File: src/include/acq_regs_defines.vh
// Constants for the acquisition status and interrupt enable register bank.
// Included by the register bank and its testbench; definitions only.
`ifndef ACQ_REGS_DEFINES_VH
`define ACQ_REGS_DEFINES_VH

// ----------------------------------------------------------------
// Bus geometry
// ----------------------------------------------------------------
`define AXI_ADDR_W            8
`define AXI_DATA_W            32
`define AXI_RESP_OKAY         2'h0
`define AXI_RESP_SLVERR       2'h2

// ----------------------------------------------------------------
// Register byte offsets
// ----------------------------------------------------------------
`define OFF_STATUS_INPUTS     8'h00
`define OFF_IRQ_ENABLE_OUTS   8'h04
`define OFF_MODIFY_SELECT     8'h08
`define OFF_EVENT_STATUS      8'h0C
`define OFF_EVENT_MASK        8'h10

// ----------------------------------------------------------------
// Decoded register indices
// ----------------------------------------------------------------
`define IDX_STATUS_INPUTS     3'h0
`define IDX_IRQ_ENABLE_OUTS   3'h1
`define IDX_MODIFY_SELECT     3'h2
`define IDX_EVENT_STATUS      3'h3
`define IDX_EVENT_MASK        3'h4
`define IDX_NONE              3'h7

// ----------------------------------------------------------------
// Status/inputs word fields
// ----------------------------------------------------------------
`define FLD_NEXT_CMD_LSB      0
`define FLD_CUR_CMD_LSB       2
`define FLD_IN_WINDOW         4
`define FLD_TALLY_LSB         5
`define FLD_AUX_PRESENT       24
`define FLD_GPIN_LSB          25
`define FLD_DIP_LSB           30

// ----------------------------------------------------------------
// Enable/outputs word fields
// ----------------------------------------------------------------
`define FLD_SRC_ENABLE_LSB    0
`define FLD_EOF_GATING        6
`define FLD_INT_ANY           7
`define FLD_GLOBAL_IRQ_EN     8
`define FLD_GPOUT_LSB         10
`define CTRL_WRITE_MASK       32'h0001FD7F

// ----------------------------------------------------------------
// Capture commands
// ----------------------------------------------------------------
`define CMD_FREEZE            2'h0
`define CMD_ABORT             2'h1
`define CMD_SNAP              2'h2
`define CMD_GRAB              2'h3

// ----------------------------------------------------------------
// Event bit positions and modify selector codes
// ----------------------------------------------------------------
`define EVT_COUNT             7
`define EVT_UART              4
`define SEL_NONE              3'h0
`define SEL_CTAB              3'h1
`define SEL_OVERRUN           3'h2
`define SEL_HARDWARE          3'h3
`define SEL_PULSE             3'h4
`define SEL_DMA               3'h5
`define SEL_EOF               3'h6

// ----------------------------------------------------------------
// Reset values
// ----------------------------------------------------------------
`define RST_CTRL              32'h00000000
`define RST_NEXT_CMD          2'h0
`define RST_MODIFY_SELECT     3'h0
`define RST_EVENT_MASK        7'h00

`endif

File: src/hdl/input_sync.v
// Two-stage synchroniser for a group of slow external input levels.
// Assumes the levels are quasi-static; no bus-coherence across bits.
`timescale 1ns/1ps

module input_sync #(
  parameter WIDTH = 8
) (
  // Clock and reset
  input  wire             clk,
  input  wire             rst_n,
  // Levels
  input  wire [WIDTH-1:0] async_in,
  output wire [WIDTH-1:0] sync_out
);

  reg [WIDTH-1:0] meta_ff;
  reg [WIDTH-1:0] stable_ff;

  // ----------------------------------------------------------------
  // Two flip-flops, first stage read only by the second
  // ----------------------------------------------------------------
  always @(posedge clk or negedge rst_n) begin
    if (!rst_n) begin
      meta_ff   <= {WIDTH{1'b0}};
      stable_ff <= {WIDTH{1'b0}};
    end else begin
      meta_ff   <= async_in;
      stable_ff <= meta_ff;
    end
  end

  assign sync_out = stable_ff;

endmodule // input_sync

File: src/hdl/acq_status_irq_enable_regs.v
// Acquisition status and interrupt enable register bank, AXI4-Lite slave.
// Assumes frame timing and event pulses come from logic on sys_clk,
// connector pins and the board-present strap are asynchronous.
//
// Contract
// - A read-only two-bit field reports the capture command now executing.
// - Software writes a next command, which takes effect at the next frame start.
// - A read-only bit is high while the camera is within the vertical window.
// - A small read-only tally advances at each start of the vertical window.
// - A read-only bit is high while the auxiliary board is attached.
// - Five general input bits and two selector bits read back their pin levels.
// - Bits 0 to 5 enable the six source interrupts; a zero suppresses one.
// - With gating clear, every frame end raises the end-of-frame interrupt.
// - With gating set, frame end raises it only during snap or grab.
// - A read-only flag is high whenever the board emits an interrupt.
// - A global enable gates every interrupt; clear means none reaches the host.
// - Seven read-write output bits drive their written value onto the pins.
// - While the modify selector names an event flag, its source cannot set it.
`timescale 1ns/1ps
`include "acq_regs_defines.vh"

module acq_status_irq_enable_regs (
  // Clock and reset
  input  wire                     sys_clk,
  input  wire                     rst_n,
  // AXI4-Lite write address
  input  wire [`AXI_ADDR_W-1:0]   s_axi_awaddr,
  input  wire [2:0]               s_axi_awprot,
  input  wire                     s_axi_awvalid,
  output wire                     s_axi_awready,
  // AXI4-Lite write data
  input  wire [`AXI_DATA_W-1:0]   s_axi_wdata,
  input  wire [3:0]               s_axi_wstrb,
  input  wire                     s_axi_wvalid,
  output wire                     s_axi_wready,
  // AXI4-Lite write response
  output wire [1:0]               s_axi_bresp,
  output wire                     s_axi_bvalid,
  input  wire                     s_axi_bready,
  // AXI4-Lite read address
  input  wire [`AXI_ADDR_W-1:0]   s_axi_araddr,
  input  wire [2:0]               s_axi_arprot,
  input  wire                     s_axi_arvalid,
  output wire                     s_axi_arready,
  // AXI4-Lite read data
  output wire [`AXI_DATA_W-1:0]   s_axi_rdata,
  output wire [1:0]               s_axi_rresp,
  output wire                     s_axi_rvalid,
  input  wire                     s_axi_rready,
  // Frame timing
  input  wire                     frame_window,
  input  wire                     frame_end_pulse,
  // Event sources
  input  wire                     ctab_event,
  input  wire                     overrun_event,
  input  wire                     hardware_event,
  input  wire                     external_pulse_event,
  input  wire                     uart_event,
  input  wire                     dma_descriptor_event,
  // Connector pins
  input  wire                     aux_board_present,
  input  wire [4:0]               general_input_pins,
  input  wire [1:0]               dip_selector_inputs,
  output wire [6:0]               general_output_pins,
  // Acquisition engine and host
  output wire [1:0]               current_capture_command,
  output wire                     irq
);

  // ----------------------------------------------------------------
  // Declarations
  // ----------------------------------------------------------------
  reg                     rst_meta_ff;
  reg                     rst_sync_n_ff;
  wire                    rst_sync_n;

  wire [7:0]              pins_sync;
  wire                    aux_sync;
  wire [4:0]              gpin_sync;
  wire [1:0]              dip_sync;

  reg                     window_ff;
  reg  [1:0]              next_cmd_ff;
  reg  [1:0]              cur_cmd_ff;
  reg  [2:0]              tally_ff;
  wire                    window_start;

  reg  [31:0]             ctrl_ff;
  reg  [2:0]              modify_sel_ff;
  reg  [`EVT_COUNT-1:0]   evt_status_ff;
  reg  [`EVT_COUNT-1:0]   evt_mask_ff;
  reg                     irq_ff;

  reg                     aw_held_ff;
  reg  [`AXI_ADDR_W-1:0]  aw_addr_ff;
  reg                     w_held_ff;
  reg  [31:0]             w_data_ff;
  reg  [3:0]              w_strb_ff;
  reg                     bvalid_ff;
  reg  [1:0]              bresp_ff;
  reg                     rvalid_ff;
  reg  [31:0]             rdata_ff;
  reg  [1:0]              rresp_ff;

  wire                    wr_go;
  wire [2:0]              wr_idx;
  wire                    rd_go;
  wire [2:0]              rd_idx;
  reg  [31:0]             rd_word;

  wire                    eof_event;
  wire [`EVT_COUNT-1:0]   evt_raw;
  wire [`EVT_COUNT-1:0]   evt_set;
  wire [`EVT_COUNT-1:0]   evt_clr;
  wire [`EVT_COUNT-1:0]   src_enable;
  wire [`EVT_COUNT-1:0]   evt_pending;
  wire [`EVT_COUNT-1:0]   nxt_evt_status;
  wire [31:0]             nxt_ctrl;
  wire [31:0]             status_word;
  wire [31:0]             ctrl_word;
  wire                    nxt_irq;

  // ----------------------------------------------------------------
  // Functions
  // ----------------------------------------------------------------
  // Byte-offset to register index, IDX_NONE when unmapped
  function [2:0] reg_index;
    input [`AXI_ADDR_W-1:0] addr;
    begin
      case (addr)
        `OFF_STATUS_INPUTS:   reg_index = `IDX_STATUS_INPUTS;
        `OFF_IRQ_ENABLE_OUTS: reg_index = `IDX_IRQ_ENABLE_OUTS;
        `OFF_MODIFY_SELECT:   reg_index = `IDX_MODIFY_SELECT;
        `OFF_EVENT_STATUS:    reg_index = `IDX_EVENT_STATUS;
        `OFF_EVENT_MASK:      reg_index = `IDX_EVENT_MASK;
        default:              reg_index = `IDX_NONE;
      endcase
    end
  endfunction

  // Merge write data into an old word under byte strobes
  function [31:0] strobe_merge;
    input [31:0] old_word;
    input [31:0] new_word;
    input [3:0]  strb;
    integer      i;
    begin
      strobe_merge = old_word;
      for (i = 0; i < 4; i = i + 1) begin
        if (strb[i]) begin
          strobe_merge[i*8 +: 8] = new_word[i*8 +: 8];
        end
      end
    end
  endfunction

  // Event flag held off by the modify selector
  function [`EVT_COUNT-1:0] held_off;
    input [2:0] sel;
    begin
      case (sel)
        `SEL_CTAB:     held_off = 7'h01;
        `SEL_OVERRUN:  held_off = 7'h02;
        `SEL_HARDWARE: held_off = 7'h04;
        `SEL_PULSE:    held_off = 7'h08;
        `SEL_DMA:      held_off = 7'h20;
        `SEL_EOF:      held_off = 7'h40;
        default:       held_off = 7'h00;
      endcase
    end
  endfunction

  // ----------------------------------------------------------------
  // Reset release
  // ----------------------------------------------------------------
  always @(posedge sys_clk or negedge rst_n) begin
    if (!rst_n) begin
      rst_meta_ff   <= 1'b0;
      rst_sync_n_ff <= 1'b0;
    end else begin
      rst_meta_ff   <= 1'b1;
      rst_sync_n_ff <= rst_meta_ff;
    end
  end

  assign rst_sync_n = rst_sync_n_ff;

  // ----------------------------------------------------------------
  // Pin synchronisers
  // ----------------------------------------------------------------
  // two-stage pin sync
  input_sync #(
    .WIDTH (8)
  ) u_pin_sync (
    .clk      (sys_clk),
    .rst_n    (rst_sync_n),
    .async_in ({dip_selector_inputs, general_input_pins, aux_board_present}),
    .sync_out (pins_sync)
  );

  assign aux_sync  = pins_sync[0];
  assign gpin_sync = pins_sync[5:1];
  assign dip_sync  = pins_sync[7:6];

  // ----------------------------------------------------------------
  // Frame tracking and capture command
  // ----------------------------------------------------------------
  assign window_start = frame_window & ~window_ff;

  always @(posedge sys_clk or negedge rst_sync_n) begin
    if (!rst_sync_n) begin
      window_ff  <= 1'b0;
      cur_cmd_ff <= `CMD_FREEZE;
      tally_ff   <= 3'h0;
    end else begin
      window_ff <= frame_window;
      if (window_start) begin
        cur_cmd_ff <= next_cmd_ff;
        tally_ff   <= tally_ff + 3'h1;
      end
    end
  end

  // ----------------------------------------------------------------
  // Events and interrupt
  // ----------------------------------------------------------------
  // end-of-frame gating
  assign eof_event = frame_end_pulse &
                     (~ctrl_ff[`FLD_EOF_GATING] |
                      (cur_cmd_ff == `CMD_SNAP) | (cur_cmd_ff == `CMD_GRAB));

  assign evt_raw = {eof_event, dma_descriptor_event, uart_event,
                    external_pulse_event, hardware_event, overrun_event,
                    ctab_event};

  assign evt_set = evt_raw & ~held_off(modify_sel_ff);

  assign evt_clr = (wr_go && wr_idx == `IDX_EVENT_STATUS && w_strb_ff[0]) ?
                   w_data_ff[`EVT_COUNT-1:0] : {`EVT_COUNT{1'b0}};

  // Set wins over a same-cycle clear
  assign nxt_evt_status = (evt_status_ff & ~evt_clr) | evt_set;

  assign src_enable  = {1'b1, ctrl_ff[`FLD_SRC_ENABLE_LSB +: 6]};
  assign evt_pending = evt_status_ff & src_enable & evt_mask_ff;

  assign nxt_irq = ctrl_ff[`FLD_GLOBAL_IRQ_EN] & (|evt_pending);

  always @(posedge sys_clk or negedge rst_sync_n) begin
    if (!rst_sync_n) begin
      evt_status_ff <= {`EVT_COUNT{1'b0}};
      irq_ff        <= 1'b0;
    end else begin
      evt_status_ff <= nxt_evt_status;
      irq_ff        <= nxt_irq;
    end
  end

  // ----------------------------------------------------------------
  // Write channel
  // ----------------------------------------------------------------
  assign s_axi_awready = ~aw_held_ff;
  assign s_axi_wready  = ~w_held_ff;
  assign wr_go         = aw_held_ff & w_held_ff & ~bvalid_ff;
  assign wr_idx        = reg_index(aw_addr_ff);
  assign nxt_ctrl      = (ctrl_ff & ~`CTRL_WRITE_MASK) |
                         (strobe_merge(ctrl_ff, w_data_ff, w_strb_ff) & `CTRL_WRITE_MASK);

  always @(posedge sys_clk or negedge rst_sync_n) begin
    if (!rst_sync_n) begin
      aw_held_ff <= 1'b0;
      aw_addr_ff <= {`AXI_ADDR_W{1'b0}};
      w_held_ff  <= 1'b0;
      w_data_ff  <= 32'h00000000;
      w_strb_ff  <= 4'h0;
      bvalid_ff  <= 1'b0;
      bresp_ff   <= `AXI_RESP_OKAY;
    end else begin
      if (s_axi_awvalid && !aw_held_ff) begin
        aw_held_ff <= 1'b1;
        aw_addr_ff <= s_axi_awaddr;
      end
      if (s_axi_wvalid && !w_held_ff) begin
        w_held_ff <= 1'b1;
        w_data_ff <= s_axi_wdata;
        w_strb_ff <= s_axi_wstrb;
      end
      if (wr_go) begin
        aw_held_ff <= 1'b0;
        w_held_ff  <= 1'b0;
        bvalid_ff  <= 1'b1;
        bresp_ff   <= (wr_idx == `IDX_NONE) ? `AXI_RESP_SLVERR : `AXI_RESP_OKAY;
      end else if (bvalid_ff && s_axi_bready) begin
        bvalid_ff <= 1'b0;
      end
    end
  end

  assign s_axi_bvalid = bvalid_ff;
  assign s_axi_bresp  = bresp_ff;

  // ----------------------------------------------------------------
  // Writable registers
  // ----------------------------------------------------------------
  always @(posedge sys_clk or negedge rst_sync_n) begin
    if (!rst_sync_n) begin
      ctrl_ff       <= `RST_CTRL;
      next_cmd_ff   <= `RST_NEXT_CMD;
      modify_sel_ff <= `RST_MODIFY_SELECT;
      evt_mask_ff   <= `RST_EVENT_MASK;
    end else if (wr_go) begin
      case (wr_idx)
        `IDX_STATUS_INPUTS: begin
          if (w_strb_ff[0]) begin
            next_cmd_ff <= w_data_ff[`FLD_NEXT_CMD_LSB +: 2];
          end
        end
        `IDX_IRQ_ENABLE_OUTS: begin
          ctrl_ff <= nxt_ctrl;
        end
        `IDX_MODIFY_SELECT: begin
          if (w_strb_ff[0]) begin
            modify_sel_ff <= w_data_ff[2:0];
          end
        end
        `IDX_EVENT_MASK: begin
          if (w_strb_ff[0]) begin
            evt_mask_ff <= w_data_ff[`EVT_COUNT-1:0];
          end
        end
        default: begin
          ctrl_ff <= ctrl_ff;
        end
      endcase
    end
  end

  // ----------------------------------------------------------------
  // Read words
  // ----------------------------------------------------------------
  // status word
  assign status_word = {dip_sync, gpin_sync, aux_sync, 16'h0000,
                        tally_ff, window_ff, cur_cmd_ff, next_cmd_ff};

  assign ctrl_word = {ctrl_ff[31:8], irq_ff, ctrl_ff[6:0]};

  assign rd_idx = reg_index(s_axi_araddr);
  assign rd_go  = s_axi_arvalid & ~rvalid_ff;

  always @* begin
    case (rd_idx)
      `IDX_STATUS_INPUTS:   rd_word = status_word;
      `IDX_IRQ_ENABLE_OUTS: rd_word = ctrl_word;
      `IDX_MODIFY_SELECT:   rd_word = {29'h00000000, modify_sel_ff};
      `IDX_EVENT_STATUS:    rd_word = {25'h0000000, evt_status_ff};
      `IDX_EVENT_MASK:      rd_word = {25'h0000000, evt_mask_ff};
      default:              rd_word = 32'h00000000;
    endcase
  end

  // ----------------------------------------------------------------
  // Read channel
  // ----------------------------------------------------------------
  assign s_axi_arready = ~rvalid_ff;

  always @(posedge sys_clk or negedge rst_sync_n) begin
    if (!rst_sync_n) begin
      rvalid_ff <= 1'b0;
      rdata_ff  <= 32'h00000000;
      rresp_ff  <= `AXI_RESP_OKAY;
    end else begin
      if (rd_go) begin
        rvalid_ff <= 1'b1;
        rdata_ff  <= rd_word;
        rresp_ff  <= (rd_idx == `IDX_NONE) ? `AXI_RESP_SLVERR : `AXI_RESP_OKAY;
      end else if (rvalid_ff && s_axi_rready) begin
        rvalid_ff <= 1'b0;
      end
    end
  end

  assign s_axi_rvalid = rvalid_ff;
  assign s_axi_rdata  = rdata_ff;
  assign s_axi_rresp  = rresp_ff;

  // ----------------------------------------------------------------
  // Outputs
  // ----------------------------------------------------------------
  // output pins from register
  assign general_output_pins     = ctrl_ff[`FLD_GPOUT_LSB +: 7];
  assign current_capture_command = cur_cmd_ff;
  assign irq                     = irq_ff;

endmodule // acq_status_irq_enable_regs

File: config.mk
export PLATFORM = sky130hd
export DESIGN_NAME = acq_status_irq_enable_regs
export DESIGN_NICKNAME = d
export VERILOG_FILES = /design/src/hdl/input_sync.v /design/src/hdl/acq_status_irq_enable_regs.v
export VERILOG_INCLUDE_DIRS = /design/src /design/src/include
export SDC_FILE = /design/constraint.sdc
export NUM_CORES = 1
export LEC_CHECK = 0
export ABC_AREA = 1
export BUFFER_PORTS_ARGS = -buffer_cell sky130_fd_sc_hd__buf_2
export CORE_AREA = 2 2 115 117
export DETAILED_ROUTE_END_ITERATION = 6
export DIE_AREA = 0 0 117 119
export HOLD_SLACK_MARGIN = 0.1
export PLACE_DENSITY = 0.64
export SLEW_MARGIN = 10
export SYNTH_ARGS = -nofsm -noshare
export SYNTH_HDL_FRONTEND = slang
export SYNTH_SLANG_ARGS = --single-unit
File: constraint.sdc
create_clock -name sys_clk -period 8 [get_ports sys_clk]
set_clock_uncertainty 0.2 [all_clocks]
set_input_delay 0.4 -clock sys_clk [delete_from_list [all_inputs] [get_ports sys_clk]]
set_output_delay 0.4 -clock sys_clk [all_outputs]
set_load 0.005 [all_outputs]
==> flow_summary_export.csv <==
group,metric,value,unit
global_route,antenna_found_initial,0,
drt,vias_per_cell,4.655,
synthesis,avgSynthCellArea,9.639,um^2
clock_network,cts-root-buf,"clkbuf_16",
worst_setup_path,critPathCaptureType,"flip-flop",
worst_hold_path,hold_path.class,"in -> reg",
sta,drv_slew,0,
drt,antenna_left,0,
die,die_h,119,um
synthesis,syn_area,0.004945,mm^2
synthesis,synthFlopType,"dfrtp_1",
place,portBuffers,105,
global_route,grt_first_pass_wirelength,17.73,mm
sta,rsz0062_at_grt,"no",
final_layout,area_growth,33.48,%
global_route,gr-total-overflow,0,
global_route,met1_usage,0.2132,
die,die_w,117,um
run_status,status,"finished, final reports clean",
clock_network,cts_buffer_depth,2,
sta,hold_viol_final,0,
run,cap_violations,0,
worst_setup_path,critPathLaunchType,"flip-flop",
final_layout,fillers,1185,
global_route,grtUsageTotal,0.1665,
place,placed_cells,767,
synthesis,ys_top_cells_by_area,"dfrtp_1, nand2_1, nand3_1",
die,core_area,0.01287,mm^2
global_route,first_global_vias,3788,
place,placed_cell_area,0.005492,mm^2
sta,worst_pin_slew,1068,ps
synthesis,synth_seq_cells,116,
clock_network,cts_sinks,116,
sta,relSlewSlack,0.2863,
clock_network,cts_tree,"yes",
global_route,globalRouteMet3Util,0.04936,
drt,dr.pass1.iters,5,
pwr,p_leak,0.003307,uW
synthesis,netlist_instances,513,
synthesis,synth_area_leader_cell,"dfrtp_1",
drt,wirelength,10.86,mm
worst_setup_path,cpPeakStageDelay,780,ps
worst_setup_path,critPathRequiredTime,8100,ps
synthesis,synth_edf_count,0,
synthesis,async_flop_share,1.000,
sta,holdWs,111.3,ps
synthesis,ys_warn_count,0,
worst_setup_path,crit_arrival,2040,ps
final_layout,fin_util,0.5126,
sta,finalSetupTns,0,ps
place,gp_congestion,0.7796,
sta,fmax,513.4,MHz
clock_network,cts_resized,0,
clock_network,h-tree-depth,4,
synthesis,ys_seq_area_frac,0.5870,
worst_setup_path,slowest_stage,"nand2_1",
drt,num_vias,3929,
synthesis,synth_top_area_share,0.5870,
global_route,gr-usage-met2,0.2645,
drt,wl_per_cell,12.86,um
place,dp_hpwl,7.352,mm
clock_network,clk_pin_slew,50,ps
final_layout,finalNonFillerCells,844,
sta,fin_crit_sh,0.2435,
clock_network,cts_buffers,17,
final_layout,design_area,0.006600,mm^2
clock_network,clkLatencyLatePin,420,ps
drt,drc,0,
die,die_area,0.01392,mm^2
global_route,busiest_layer,"met2",
final_layout,drive_gt1_frac,0.2979,
worst_setup_path,cp_max_fo,34,
die,pin_count,132,
drt,dr.first_iter.drc_count,209,
synthesis,netlist_top_cells_count,"nand2_1, dfrtp_1, nand3_1",
sta,fin_crit,1948,ps
pwr,worst_ir_drop_vdd,0.1590,mV
worst_setup_path,path_cells,"inv_1, nand2_1, mux2_2",
synthesis,synth_most_common_cell,"nand2_1",
final_layout,antenna_cells,0,
synthesis,synth_cell_types,29,
die,rows,42,
pwr,p_per_area,283.8,mW/mm^2
global_route,grt_max_degree,72,
final_layout,fin_nets,737,
sta,setup_viol,0,
die,start_util,0.3841,
worst_setup_path,path_class,"reg -> reg",
-- final timing paths --
| check | startpoint | to | slack [ps] | cells after the start |
|---|---|---|---|---|
| hold / removal | dma_descriptor_event | evt_status_ff[5]$_DFF_PN0_ | 110 | 3 |
| max in group asynchronous | rst_sync_n$_DFF_PN0_ | ctrl_ff[2]$_DFFE_PN0P_ | 6140 | 1 |
| hold reg to reg | rst_sync_n$_DFF_PN0_ | w_data_ff[10]$_DFFE_PN0P_ | 120 | 0 |
| min in group asynchronous | rst_sync_n$_DFF_PN0_ | w_data_ff[10]$_DFFE_PN0P_ | 120 | 0 |
| setup reg to reg | w_held_ff$_DFFE_PN0P_ | w_strb_ff[0]$_DFFE_PN0P_ | 6050 | 3 |
| setup / recovery | w_held_ff$_DFFE_PN0P_ | w_strb_ff[0]$_DFFE_PN0P_ | 6050 | 3 |
-- critical path, delay by kind of cell, from the launching register on --
kind | cells | cell delay (ps)
flip-flops | 1 | 360
buffers and inverters | 1 | 70
multiplexers | 1 | 420
AND/OR/NAND/NOR | 1 | 780
-- layout by cell type (no fill, tap or decap), drive strengths merged --
cell | synthesis | final
clkinvlp | 0 | 3
inv | 45 | 45
buf | 27 | 106
o211ai | 1 | 1
xor2 | 2 | 2
clkbuf | 2 | 19
o21ai | 52 | 52
mux2 | 8 | 8
dlygate4sd3 | 0 | 45
bufinv | 0 | 5
nand4 | 2 | 2
nor2 | 42 | 42
conb | 2 | 3
o21a | 1 | 1
nand2 | 131 | 131
a21oi | 19 | 19
nor3 | 2 | 2
ha | 1 | 1
o31ai | 5 | 5
clkinv | 0 | 5
nand3 | 55 | 55
dfrtp | 116 | 116
-- metrics by stage --
| stage | setup WS (ps) | total power [uW] |
|---|---|---|
| finish | 6052 | 1873 |
| floorplan | 4329 | 953.2 |
| detailed placement | 5941 | 1033 |
| global placement | 5938 | 1017 |
| global route | 5842 | 1965 |
| CTS | 6029 | 1893 |
-- area by class of cell --
| type | instances | area (um^2) | share of cell area |
|---|---|---|---|
| sequential | 116 | 2907 | 0.4404 |
| multi-input combinational | 324 | 1663 | 0.2519 |
| timing repair buffer | 151 | 983.4 | 0.1490 |
| clock buffer | 19 | 452.9 | 0.06863 |
| tap | 176 | 220.2 | 0.03336 |
| clock inverter | 13 | 205.2 | 0.03109 |
| inverter | 45 | 168.9 | 0.02559 |
-- flip-flops by register name, summed over array words and instances, names as in the netlist, 7 cells and up --
name                 cells
s_axi_rdata             25
w_data_ff               15
evt_mask_ff              7
u_pin_sync.sync_out      8
evt_status_ff            7
ctrl_ff                 15
aw_addr_ff               8
u_pin_sync.meta_ff       8
-- logic make-up (layout without fill, tap and decap cells) --
kind of cell | after synthesis | count (layout) | share of synthesized area
flops | 116 | 116 | 0.5870
simple gates | 232 | 232 | 0.2103
other cells | 2 | 3 | 0.001519
mux | 8 | 8 | 0.01822
compound gates | 78 | 78 | 0.09945
fa+ha+maj | 1 | 1 | 0.002530
buf+inv | 74 | 228 | 0.07743
xor+xnor | 2 | 2 | 0.003543
-- power breakdown --
part           internal [uW]  switching, uW  leakage (uW)  total [uW]
Combinational            112            175       0.00155         287
Sequential               689           60.7       0.00144         749
Clock                    567            269      0.000315         836
-- repair_timing --
item / in CTS / in global routing
endpoints found under the setup margin: 0 / 0
hold buffers: 45 / 0
endpoints found under the hold margin: 45 / 0
buffers inserted: 0 / 0
-- per-layer routing --
layer  vias to the layer above  share of wire
li1                       1931              -
met1                      1854           0.46
met2                       123           0.47
met3                        21          0.048
met4                         0          0.019
met5                         -              0
Note: power is estimated with default switching activity, not from simulation.
